[src/iuc_pkg.sv]
/*
  shared constants, carriers and helpers for the identity and unlock
  subcommand block.
  assumes a single 50 MHz clock and a plain strobe register port.
*/
package iuc_pkg;

  // register port carrier
  typedef struct packed {
    logic [7:0]  addr;
    logic [31:0] wdata;
    logic        wr;
    logic        rd;
  } iuc_bus_req_t;

  // register offsets
  localparam logic [7:0] REG_CMD      = 8'h00;
  localparam logic [7:0] REG_WDATA    = 8'h04;
  localparam logic [7:0] REG_RESP_LO  = 8'h08;
  localparam logic [7:0] REG_RESP_HI  = 8'h0c;
  localparam logic [7:0] REG_STATUS   = 8'h10;
  localparam logic [7:0] REG_RECOVERY = 8'h14;

  // command register fields
  localparam int CMD_DIR_BIT = 16;

  // status register fields
  localparam int ST_UNRESTRICTED_BIT = 0;
  localparam int ST_REFUSED_BIT      = 1;
  localparam int ST_ARMED_BIT        = 2;
  localparam int ST_LEN_LSB          = 8;

  // subcommand codes
  localparam logic [15:0] SC_PRODUCT_ID  = 16'h0001;
  localparam logic [15:0] SC_FW_REV      = 16'h0002;
  localparam logic [15:0] SC_HW_REV      = 16'h0003;
  localparam logic [15:0] SC_UNLOCK_KEY  = 16'h0035;
  localparam logic [15:0] SC_FAULT_RECOV = 16'h009b;

  // response lengths in bytes
  localparam logic [3:0] LEN_PRODUCT_ID = 4'h2;
  localparam logic [3:0] LEN_FW_REV     = 4'h6;
  localparam logic [3:0] LEN_HW_REV     = 4'h2;
  localparam logic [3:0] LEN_RECOV      = 4'h1;
  localparam logic [3:0] LEN_NONE       = 4'h0;

  // values after reset
  localparam logic [7:0]  RECOVERY_RESET  = 8'h00;
  localparam logic [15:0] KEY_STEP1_RESET = 16'h4a1c;
  localparam logic [15:0] KEY_STEP2_RESET = 16'h7e36;

  // timing
  localparam int CLK_HZ            = 50_000_000;
  localparam int KEY_WINDOW_S      = 5;
  localparam int KEY_WINDOW_CYCLES = KEY_WINDOW_S * CLK_HZ;

  typedef enum logic {KEY_IDLE, KEY_ARMED} iuc_key_phase_t;

  typedef struct packed {
    iuc_key_phase_t phase;
    logic [31:0]    cnt;
    logic           unlock;
  } iuc_key_state_t;

  typedef struct packed {
    logic        unrestricted;
    logic        refused;
    logic [16:0] cmd;
    logic [31:0] wdata;
    logic [47:0] resp;
    logic [3:0]  len;
    logic [7:0]  recovery;
    logic        recovery_stb;
    logic [15:0] key1;
    logic [15:0] key2;
    logic [31:0] rd_data;
  } iuc_top_state_t;

  function automatic logic is_subcommand(input logic [15:0] w);
    return (w == SC_PRODUCT_ID) || (w == SC_FW_REV) ||
           (w == SC_HW_REV) || (w == SC_UNLOCK_KEY) ||
           (w == SC_FAULT_RECOV);
  endfunction

  function automatic logic [15:0] swap16(input logic [15:0] w);
    return {w[7:0], w[15:8]};
  endfunction

endpackage
[src/iuc_identity_unlock.sv]
/*
  identity and unlock subcommand handler: serves product id, firmware
  revision, hardware revision, unlock key and fault recovery requests.
  assumes a plain strobe register port, one clock, host keeps key timing.
*/
`timescale 1ns/1ps
// Contract
// - product id subcommand returns two bytes, low first, in any mode
// - firmware revision subcommand returns six bytes as three words
// - firmware bytes 0-1 hold product id, high byte first
// - firmware bytes 2-3 hold major and minor version, high byte first
// - firmware bytes 4-5 hold decimal-coded build number, high first
// - hardware revision subcommand returns two bytes in any mode
// - unlock key is a four-byte write, only unrestricted, never readable
// - unrestricted mode entered only after correct key words
// - recovery byte readable when locked, read and write when unrestricted
// - step one is low word, step two high; neither equals a code
module iuc_identity_unlock
  import iuc_pkg::*;
#(
  parameter logic [15:0] PRODUCT_ID  = 16'h5a01, // arbitrary value
  parameter logic [15:0] FIRMWARE_REVISION_BLOCK  = 16'h0102,
  parameter logic [15:0] BUILD_BCD   = 16'h0042,
  parameter logic [15:0] HW_REVISION = 16'h00a1, // arbitrary value
  parameter int          KEY_WINDOW  = KEY_WINDOW_CYCLES
)(
  // clock and reset
  input  wire logic         clk_i,
  input  wire logic         reset_i,
  input  wire logic         ce_i,
  // register port
  input  wire iuc_bus_req_t bus_i,
  output logic [31:0]       rd_data_o,
  // mode and recovery
  output logic              unrestricted_o,
  output logic [7:0]        recovery_o,
  output logic              recovery_stb_o
);

  iuc_top_state_t s;
  iuc_top_state_t next_s;
  logic           unlock;
  logic           armed;
  logic           cmd_wr;
  logic           dir_write;
  logic [15:0]    code;

  assign cmd_wr    = bus_i.wr && (bus_i.addr == REG_CMD);
  assign dir_write = bus_i.wdata[CMD_DIR_BIT];
  assign code      = bus_i.wdata[15:0];

  // key words arrive as plain command words while locked
  iuc_key_seq #(
    .WINDOW_CYCLES (KEY_WINDOW)
  ) u_key_seq (
    .clk_i       (clk_i),
    .reset_i     (reset_i),
    .ce_i        (ce_i),
    .cmd_stb_i   (cmd_wr),
    .cmd_word_i  (code),
    .key_step1_i (s.key1),
    .key_step2_i (s.key2),
    .locked_i    (!s.unrestricted),
    .unlock_o    (unlock),
    .armed_o     (armed)
  );

  always_comb
  begin
    next_s = s;
    next_s.rd_data      = '0;
    next_s.recovery_stb = 1'b0;
    if (unlock)
      next_s.unrestricted = 1'b1;
    if (cmd_wr)
    begin
      next_s.cmd     = bus_i.wdata[16:0];
      next_s.refused = 1'b0;
      case (code)
        SC_PRODUCT_ID:
          if (dir_write)
            next_s.refused = 1'b1;
          else
          begin
            next_s.resp = {32'h0, PRODUCT_ID};
            next_s.len  = LEN_PRODUCT_ID;
          end
        SC_FW_REV:
          if (dir_write)
            next_s.refused = 1'b1;
          else
          begin
            next_s.resp = {swap16(BUILD_BCD),
                           swap16(FIRMWARE_REVISION_BLOCK),
                           swap16(PRODUCT_ID)};
            next_s.len  = LEN_FW_REV;
          end
        SC_HW_REV:
          if (dir_write)
            next_s.refused = 1'b1;
          else
          begin
            next_s.resp = {32'h0, HW_REVISION};
            next_s.len  = LEN_HW_REV;
          end
        SC_UNLOCK_KEY:
          if (dir_write && s.unrestricted &&
              !is_subcommand(s.wdata[15:0]) &&
              !is_subcommand(s.wdata[31:16]) &&
              s.wdata[15:0] != s.wdata[31:16])
          begin
            next_s.key1 = s.wdata[15:0];
            next_s.key2 = s.wdata[31:16];
            next_s.len  = LEN_NONE;
          end
          else
            next_s.refused = 1'b1;
        SC_FAULT_RECOV:
          if (!dir_write)
          begin
            next_s.resp = {40'h0, s.recovery};
            next_s.len  = LEN_RECOV;
          end
          else if (s.unrestricted)
          begin
            next_s.recovery     = s.wdata[7:0];
            next_s.recovery_stb = 1'b1;
            next_s.len          = LEN_NONE;
          end
          else
            next_s.refused = 1'b1;
        default:
          // unknown words while locked may be key words
          next_s.refused = s.unrestricted;
      endcase
    end
    else if (bus_i.wr && bus_i.addr == REG_WDATA)
      next_s.wdata = bus_i.wdata;
    if (bus_i.rd)
    begin
      if (bus_i.addr == REG_CMD)
        next_s.rd_data = {15'h0, s.cmd};
      else if (bus_i.addr == REG_WDATA)
        next_s.rd_data = s.wdata;
      else if (bus_i.addr == REG_RESP_LO)
        next_s.rd_data = s.resp[31:0];
      else if (bus_i.addr == REG_RESP_HI)
        next_s.rd_data = {16'h0, s.resp[47:32]};
      else if (bus_i.addr == REG_STATUS)
      begin
        next_s.rd_data[ST_UNRESTRICTED_BIT]        = s.unrestricted;
        next_s.rd_data[ST_REFUSED_BIT]             = s.refused;
        next_s.rd_data[ST_ARMED_BIT]               = armed;
        next_s.rd_data[ST_LEN_LSB +: 4]            = s.len;
      end
      else if (bus_i.addr == REG_RECOVERY)
        next_s.rd_data = {24'h0, s.recovery};
      else
        next_s.rd_data = '0;
    end
  end

  always_ff @(posedge clk_i or posedge reset_i)
  begin
    if (reset_i)
    begin
      s.unrestricted <= 1'b0;
      s.refused      <= 1'b0;
      s.cmd          <= '0;
      s.wdata        <= '0;
      s.resp         <= '0;
      s.len          <= LEN_NONE;
      s.recovery     <= RECOVERY_RESET;
      s.recovery_stb <= 1'b0;
      s.key1         <= KEY_STEP1_RESET;
      s.key2         <= KEY_STEP2_RESET;
      s.rd_data      <= '0;
    end
    else if (ce_i)
      s <= next_s;
  end

  assign rd_data_o      = s.rd_data;
  assign unrestricted_o = s.unrestricted;
  assign recovery_o     = s.recovery;
  assign recovery_stb_o = s.recovery_stb;

  a_pid_low_first: assert property (
    @(posedge clk_i) disable iff (reset_i)
    (ce_i && cmd_wr && !dir_write && code == SC_PRODUCT_ID) |=>
    (s.resp[7:0] == PRODUCT_ID[7:0] && s.resp[15:8] == PRODUCT_ID[15:8]
     && s.len == LEN_PRODUCT_ID))
    else $error("product id response wrong");

  a_fw_length: assert property (
    @(posedge clk_i) disable iff (reset_i)
    (ce_i && cmd_wr && !dir_write && code == SC_FW_REV) |=>
    (s.len == LEN_FW_REV && !s.refused))
    else $error("firmware response length wrong");

  a_fw_legacy_id: assert property (
    @(posedge clk_i) disable iff (reset_i)
    (ce_i && cmd_wr && !dir_write && code == SC_FW_REV) |=>
    (s.resp[7:0] == PRODUCT_ID[15:8] && s.resp[15:8] == PRODUCT_ID[7:0]))
    else $error("firmware legacy id bytes wrong");

  a_firmware_revision_block: assert property (
    @(posedge clk_i) disable iff (reset_i)
    (ce_i && cmd_wr && !dir_write && code == SC_FW_REV) |=>
    (s.resp[23:16] == FIRMWARE_REVISION_BLOCK[15:8] && s.resp[31:24] == FIRMWARE_REVISION_BLOCK[7:0]))
    else $error("firmware version bytes wrong");

  a_fw_build: assert property (
    @(posedge clk_i) disable iff (reset_i)
    (ce_i && cmd_wr && !dir_write && code == SC_FW_REV) |=>
    (s.resp[39:32] == BUILD_BCD[15:8] && s.resp[47:40] == BUILD_BCD[7:0]))
    else $error("firmware build bytes wrong");

  a_hw_revision: assert property (
    @(posedge clk_i) disable iff (reset_i)
    (ce_i && cmd_wr && !dir_write && code == SC_HW_REV) |=>
    (s.resp[15:0] == HW_REVISION && s.len == LEN_HW_REV))
    else $error("hardware revision response wrong");

  a_key_locked: assert property (
    @(posedge clk_i) disable iff (reset_i)
    (ce_i && cmd_wr && code == SC_UNLOCK_KEY && !s.unrestricted) |=>
    (s.refused && s.key1 == $past(s.key1) && s.key2 == $past(s.key2)))
    else $error("unlock key write taken while locked");

  a_key_taken: assert property (
    @(posedge clk_i) disable iff (reset_i)
    (ce_i && cmd_wr && dir_write && code == SC_UNLOCK_KEY && s.unrestricted
     && !is_subcommand(s.wdata[15:0]) && !is_subcommand(s.wdata[31:16])
     && s.wdata[15:0] != s.wdata[31:16]) |=>
    (s.key1 == $past(s.wdata[15:0]) && s.key2 == $past(s.wdata[31:16])
     && !s.refused))
    else $error("valid unlock key write not taken");

  a_key_code_word: assert property (
    @(posedge clk_i) disable iff (reset_i)
    (ce_i && cmd_wr && code == SC_UNLOCK_KEY
     && (is_subcommand(s.wdata[15:0]) || is_subcommand(s.wdata[31:16])))
    |=> (s.refused && s.key1 == $past(s.key1) && s.key2 == $past(s.key2)))
    else $error("key word equal to a subcommand code taken");

  a_unlock_cause: assert property (
    @(posedge clk_i) disable iff (reset_i)
    $rose(s.unrestricted) |-> $past(unlock))
    else $error("unrestricted mode without key sequence");

  a_mode_sticky: assert property (
    @(posedge clk_i) disable iff (reset_i)
    s.unrestricted |=> s.unrestricted)
    else $error("unrestricted mode left without reset");

  a_recov_locked: assert property (
    @(posedge clk_i) disable iff (reset_i)
    (ce_i && cmd_wr && dir_write && code == SC_FAULT_RECOV
     && !s.unrestricted && !unlock) |=>
    (s.recovery == $past(s.recovery) && !s.recovery_stb && s.refused))
    else $error("recovery byte written while locked");

  a_recov_read: assert property (
    @(posedge clk_i) disable iff (reset_i)
    (ce_i && cmd_wr && !dir_write && code == SC_FAULT_RECOV) |=>
    (s.resp[7:0] == $past(s.recovery) && s.resp[47:8] == 40'h0
     && s.len == LEN_RECOV && !s.refused))
    else $error("recovery read response wrong");

  a_recov_write: assert property (
    @(posedge clk_i) disable iff (reset_i)
    (ce_i && cmd_wr && dir_write && code == SC_FAULT_RECOV
     && s.unrestricted) |=>
    (s.recovery == $past(s.wdata[7:0]) && s.recovery_stb && !s.refused))
    else $error("recovery byte write not taken");

  a_stb_cause: assert property (
    @(posedge clk_i) disable iff (reset_i)
    (ce_i && !(cmd_wr && dir_write && code == SC_FAULT_RECOV)) |=>
    !s.recovery_stb)
    else $error("recovery strobe without a recovery write");

  a_refuse_keeps: assert property (
    @(posedge clk_i) disable iff (reset_i)
    (ce_i && cmd_wr && dir_write && code == SC_FW_REV) |=>
    (s.refused && s.resp == $past(s.resp) && s.len == $past(s.len)))
    else $error("refused access changed the response");

  a_id_write_refused: assert property (
    @(posedge clk_i) disable iff (reset_i)
    (ce_i && cmd_wr && dir_write && code == SC_PRODUCT_ID) |=>
    (s.refused && s.resp == $past(s.resp) && s.len == $past(s.len)))
    else $error("write to product id changed the response");

  a_unknown_refused: assert property (
    @(posedge clk_i) disable iff (reset_i)
    (ce_i && cmd_wr && s.unrestricted && !is_subcommand(code)) |=>
    s.refused)
    else $error("unknown subcommand not refused");

endmodule // iuc_identity_unlock

[src/iuc_key_seq.sv]
/*
  two-step unlock key sequencer: watches command words in locked mode
  and pulses unlock when step one and step two arrive in order.
  assumes command strobes come from the register port of the top.
*/
`timescale 1ns/1ps
module iuc_key_seq
  import iuc_pkg::*;
#(
  parameter int WINDOW_CYCLES = KEY_WINDOW_CYCLES
)(
  // clock and reset
  input  wire logic        clk_i,
  input  wire logic        reset_i,
  input  wire logic        ce_i,
  // command words
  input  wire logic        cmd_stb_i,
  input  wire logic [15:0] cmd_word_i,
  input  wire logic [15:0] key_step1_i,
  input  wire logic [15:0] key_step2_i,
  input  wire logic        locked_i,
  // result
  output logic             unlock_o,
  output logic             armed_o
);

  localparam logic [31:0] LAST = 32'(WINDOW_CYCLES - 1);

  iuc_key_state_t s;
  iuc_key_state_t next_s;

  always_comb
  begin
    next_s = s;
    next_s.unlock = 1'b0;
    if (!locked_i)
    begin
      next_s.phase = KEY_IDLE;
      next_s.cnt   = '0;
    end
    else
    begin
      case (s.phase)
        KEY_IDLE:
          if (cmd_stb_i && cmd_word_i == key_step1_i)
          begin
            next_s.phase = KEY_ARMED;
            next_s.cnt   = '0;
          end
        KEY_ARMED:
          if (cmd_stb_i)
          begin
            // any other command between the words aborts
            next_s.phase  = KEY_IDLE;
            next_s.unlock = (cmd_word_i == key_step2_i);
          end
          else if (s.cnt == LAST)
            next_s.phase = KEY_IDLE;
          else
            next_s.cnt = s.cnt + 32'h1;
        default:
          next_s.phase = KEY_IDLE;
      endcase
    end
  end

  always_ff @(posedge clk_i or posedge reset_i)
  begin
    if (reset_i)
    begin
      s.phase  <= KEY_IDLE;
      s.cnt    <= '0;
      s.unlock <= 1'b0;
    end
    else if (ce_i)
      s <= next_s;
  end

  assign unlock_o = s.unlock;
  assign armed_o  = (s.phase == KEY_ARMED);

  a_window_bound: assert property (
    @(posedge clk_i) disable iff (reset_i)
    (s.phase == KEY_ARMED) |-> (s.cnt <= LAST))
    else $error("key window counter past its limit");

  a_unlock_order: assert property (
    @(posedge clk_i) disable iff (reset_i)
    $rose(s.unlock) |-> $past(s.phase == KEY_ARMED && cmd_stb_i
      && cmd_word_i == key_step2_i && locked_i && ce_i))
    else $error("unlock without step two after step one");

endmodule // iuc_key_seq

[config.mk]
export PLATFORM = sky130hd
export DESIGN_NAME = iuc_identity_unlock
export DESIGN_NICKNAME = d
export VERILOG_FILES = /design/src/iuc_pkg.sv /design/src/iuc_identity_unlock.sv /design/src/iuc_key_seq.sv
export SDC_FILE = /design/constraint.sdc
export NUM_CORES = 1
export LEC_CHECK = 0
export ABC_AREA = 1
export BUFFER_PORTS_ARGS = -buffer_cell sky130_fd_sc_hd__buf_2
export CAP_MARGIN = 25
export CELL_PAD_IN_SITES_DETAIL_PLACEMENT = 1
export CELL_PAD_IN_SITES_GLOBAL_PLACEMENT = 1
export CORE_ASPECT_RATIO = 2
export CORE_MARGIN = 4
export CORE_UTILIZATION = 37
export CTS_CLUSTER_SIZE = 12
export DETAILED_ROUTE_END_ITERATION = 8
export PLACE_DENSITY_LB_ADDON = 0.1
export SETUP_SLACK_MARGIN = 0.02
export SLEW_MARGIN = 20
export SYNTH_ARGS = -nofsm -noshare
export SYNTH_HDL_FRONTEND = slang
export SYNTH_SLANG_ARGS = --single-unit
[constraint.sdc]
create_clock -name clk_i -period 9.15 [get_ports clk_i]
set_input_delay 0.4575 -clock clk_i [delete_from_list [all_inputs] [get_ports clk_i]]
set_output_delay 0.4575 -clock clk_i [all_outputs]
set_load 0.02 [all_outputs]
==> impl_metrics.json <==
{
  "groute.usage.overall_pct": 24.0,
  "gpl.final_weighted_congestion": 0.992,
  "synth_edf_count": 0,
  "floorplan.rows": 83,
  "synthesis.area_um2": 9610,
  "endpoint": "u_key_seq.s[8]$_DFFE_PP0P_",
  "synthesized_flop_and_latch_total": 171,
  "number_of_global_route_vias_before_repair": 9101,
  "share_of_cell_area_taken_by_muxes_after_synthesis_pct": 0,
  "rsz0062_at_grt": "false",
  "drc_errors": 0,
  "final_cell_count_no_fill": 1646,
  "timing.final.hold_violations": 0,
  "post-cts-setup-buffer-count": 0,
  "syn-mean-instance-area_um2": 7.60,
  "power_leakage_uw": 0.00501,
  "yosys.area_share.xor_xnor_pct": 3.46,
  "powerDensity_nw_per_um2": 153,
  "end_of_the_worst_register_to_register_path": "u_key_seq.s[8]$_DFFE_PP0P_",
  "fmax_mhz": 352,
  "firstDrtPassIters": 4,
  "ctsLongestPathBuffers": 2,
  "critical_path.max_stage_delay_ns": 0.61,
  "vias_per_cell": 5.16,
  "route.antenna.remaining_nets": 0,
  "worst_setup_hold_path_clk_slew_ns": 0.07,
  "seq_area_um2": 4300,
  "post_synth_fa_ha_maj_area_fraction_pct": 0.130,
  "placeableCoreArea_um2": 25700,
  "synth.area.top_cells": "sky130_fd_sc_hd__dfrtp_1 (40%), sky130_fd_sc_hd__nand2_1 (15%), sky130_fd_sc_hd__o21ai_0 (4.6%)",
  "r2r-start": "s[52]$_DFFE_PP1P_",
  "antenna_found_initial": 0,
  "netlist_instances": 1264,
  "die-height_um": 236,
  "drv_slew": 0,
  "synth_sequential_area_ratio_pct": 44.8,
  "area_fraction_in_compound_gates_after_synthesis_pct": 11.6,
  "critPathArrivalTime_ns": 3.17,
  "synth-main-ff-cell": "sky130_fd_sc_hd__dfrtp_1",
  "place_hpwl_um": 25500,
  "vdd.ir_drop.worst_mv": 0.127,
  "post_cts_resized": 0,
  "cts-htree-levels": 4,
  "final.setup_skew_ns": 0.0137,
  "maxCapViolCount": 0,
  "drive_gt1_share_pct": 15.5,
  "num-nets-final": 1339,
  "clk-insertion-delay-late_ns": 0.45,
  "multi_input_comb_area_um2": 4280,
  "status": "finished, final reports clean",
  "postSynthNetCount": 1310,
  "worst_r2r_path_depth": 9,
  "vias": 8498,
  "tritoncts_clock_tree": "yes",
  "yosysTopAreaCell": "sky130_fd_sc_hd__dfrtp_1",
  "ys_warn_count": 0,
  "synth_largest_type_area_fraction_pct": 40.4,
  "clkSinkCount": 171,
  "simple_gate_portion_of_the_synthesized_area_pct": 29.3,
  "async_reset_ff_share_pct": 100,
  "worstSetupStartpointType": "primary input",
  "synth_cell_types": 46,
  "postCtsHoldBufs": 0,
  "port_buffers": 86,
  "layout.filler_cells": 3266,
  "floorplan.initialDensity_pct": 37.4,
  "largest_family_of_logic_cells_by_synthesized_area": "simple AND/OR/NAND/NOR gates",
  "area_overhead_vs_synth_pct": 10.1,
  "cts_buffers": 17,
  "tightestPinTransition_ns": 0.878,
  "max_slew_margin_pct": 41.5,
  "critical_path.slowest_cell": "sky130_fd_sc_hd__nand3_2",
  "num_io_pins": 87,
  "critical_path_class": "in2reg",
  "wl_per_cell_um": 20.3,
  "die_width_um": 122,
  "fin_worst_hold_slack_ns": 0.0701,
  "drt-initial-drc-count": 393,
  "routed_wirelength_um": 33400,
  "finalCritPeriodShare_pct": 31.1,
  "setup.worst_path.end_class": "flop",
  "die_area_um2": 28800,
  "largest_net_degree_at_the_start_of_global_routing": 67,
  "crit_path_cell_trace": "buf_2, inv_1, nand2_1, nor2_1, nand2_1, nor2_2, nand2_1, nand3b_1, nand3_2, nand2_4, nand2_1, nand2_1",
  "min_period_ns": 2.84,
  "place_inst": 1614,
  "final.setup.tns_ns": 0,
  "setup.worst_path.start": "bus_i[40]",
  "worst-endpoint-required_ns": 9.48,
  "globalRoute.totalOverflow": 0,
  "worst_reg_to_reg_setup_slack_ns": 6.35,
  "diodes": 0,
  "clk_root_buffer_cell": "sky130_fd_sc_hd__clkbuf_16",
  "grt_first_pass_wirelength_um": 51900,
  "highest_fanout_seen_on_the_critical_path": 33,
  "min_path_type": "in2async",
  "cp_common_cell": "sky130_fd_sc_hd__nand2_1",
  "finalSetupViolCount": 0
}
metal layers:
layer / track usage [%] / routed length (um) / vias up
li1: - / - / 4103
met1: 24.1 / 11800 / 4165
met2: 46.0 / 18900 / 152
met3: 3.02 / 742 / 78
met4: 13.7 / 1950 / 0
met5: 0 / 0 / -
critical path, delay by kind of cell:
family        cells  cell delay, ns
simple gates     10            2.53
buf+inv           2            0.14
area by class of cell:
class / count / share of cell area (%)
Multi-Input combinational cell: 884 / 40.4
Tap cell: 340 / 4.02
Inverter: 125 / 4.49
Sequential cell: 171 / 40.6
Clock inverter: 14 / 1.60
Clock buffer: 18 / 4.06
Timing Repair Buffer: 94 / 4.75
Yosys cell counts, types with 2 or more instances:
cell type                     n
sky130_fd_sc_hd__nand2_1    373
sky130_fd_sc_hd__dfrtp_1    155
sky130_fd_sc_hd__inv_1      118
sky130_fd_sc_hd__nor2_1     115
sky130_fd_sc_hd__o21ai_0     89
sky130_fd_sc_hd__nand3_1     78
sky130_fd_sc_hd__buf_4       42
sky130_fd_sc_hd__nor3_1      34
sky130_fd_sc_hd__a21oi_1     23
sky130_fd_sc_hd__o21ai_2     23
sky130_fd_sc_hd__xnor2_1     23
sky130_fd_sc_hd__clkbuf_1    22
sky130_fd_sc_hd__nand4_1     19
sky130_fd_sc_hd__dfstp_2     16
sky130_fd_sc_hd__xor2_1      15
sky130_fd_sc_hd__buf_2       10
sky130_fd_sc_hd__buf_6       10
sky130_fd_sc_hd__nand2_2     10
sky130_fd_sc_hd__o21ai_1     10
sky130_fd_sc_hd__o22ai_1     10
sky130_fd_sc_hd__nor4_1       9
sky130_fd_sc_hd__nor2_2       8
sky130_fd_sc_hd__o221ai_1     8
sky130_fd_sc_hd__inv_2        6
sky130_fd_sc_hd__a22o_1       3
sky130_fd_sc_hd__nand3b_1     3
sky130_fd_sc_hd__o211ai_1     3
sky130_fd_sc_hd__or2_2        3
sky130_fd_sc_hd__a21o_1       2
sky130_fd_sc_hd__a32oi_1      2
sky130_fd_sc_hd__nand2_4      2
sky130_fd_sc_hd__nand3_2      2
sky130_fd_sc_hd__nor2_4       2
sky130_fd_sc_hd__nor3_2       2
sky130_fd_sc_hd__o2111ai_1    2
sky130_fd_sc_hd__o311ai_0     2
cell usage in the layout, fill, tap and decap left out, types with 15 or more instances in the layout:
cell	synthesis	final
sky130_fd_sc_hd__a21oi_1	23	23
sky130_fd_sc_hd__buf_2	10	86
sky130_fd_sc_hd__clkbuf_16	0	17
sky130_fd_sc_hd__dfrtp_1	155	155
sky130_fd_sc_hd__dfstp_2	16	16
sky130_fd_sc_hd__inv_1	118	117
sky130_fd_sc_hd__nand2_1	373	373
sky130_fd_sc_hd__nand3_1	78	78
sky130_fd_sc_hd__nand4_1	19	19
sky130_fd_sc_hd__nor2_1	115	115
sky130_fd_sc_hd__nor3_1	34	34
sky130_fd_sc_hd__o21ai_0	89	89
sky130_fd_sc_hd__o21ai_2	23	23
sky130_fd_sc_hd__xnor2_1	23	23
sky130_fd_sc_hd__xor2_1	15	15
how the worst min path moves through the flow:
stage,slack (ns),startpoint,end
after floorplan,0.44,u_key_seq.unlock_o$_DFFE_PP0P_,unrestricted_o$_DFFE_PP0P_
final,0.07,reset_i,recovery_stb_o$_DFFE_PP0P_
after global routing,0.11,reset_i,recovery_stb_o$_DFFE_PP0P_
after CTS,0.09,reset_i,rd_data_o[6]$_DFFE_PP0P_
after global placement,0.46,recovery_stb_o$_DFFE_PP0P_,recovery_stb_o$_DFFE_PP0P_
after detailed placement,0.47,u_key_seq.unlock_o$_DFFE_PP0P_,unrestricted_o$_DFFE_PP0P_
flip-flops by register name, indices dropped and copies added, names as in the netlist:
signal	cells
unrestricted_o	1
u_key_seq.unlock_o	1
rd_data_o	32
recovery_stb_o	1
u_key_seq.s	32
s	95
recovery_o	8
u_key_seq.armed_o	1
through the flow:
stage / cell area [um^2] / utilization, % / setup slack [ns] / total power (uW)
6_report: 10600 / 41.2 / 6.31 / 1620
5_1_grt: 10600 / 41.2 / 6.05 / 1680
4_1_cts: 10600 / 41.2 / 6.34 / 1640
3_5_place_dp: 9980 / 38.9 / 5.86 / 871
3_3_place_gp: 9960 / 38.8 / 5.96 / 870
2_1_floorplan: 9610 / - / 4.09 / 831
report_power, final:
part | switching, uW | internal, uW
Clock | 331 | 431
Combinational | 65.3 | 21.8
Sequential | 5.75 | 762
logic make-up (layout without fill, tap and decap cells):
| group | after synthesis | count (layout) |
|---|---|---|
| fa+ha+maj | 1 | 1 |
| xor+xnor | 38 | 38 |
| compound gates | 183 | 183 |
| simple gates | 662 | 662 |
| buf+inv | 209 | 251 |
| flops | 171 | 171 |
(Power assumes the default switching activity.)
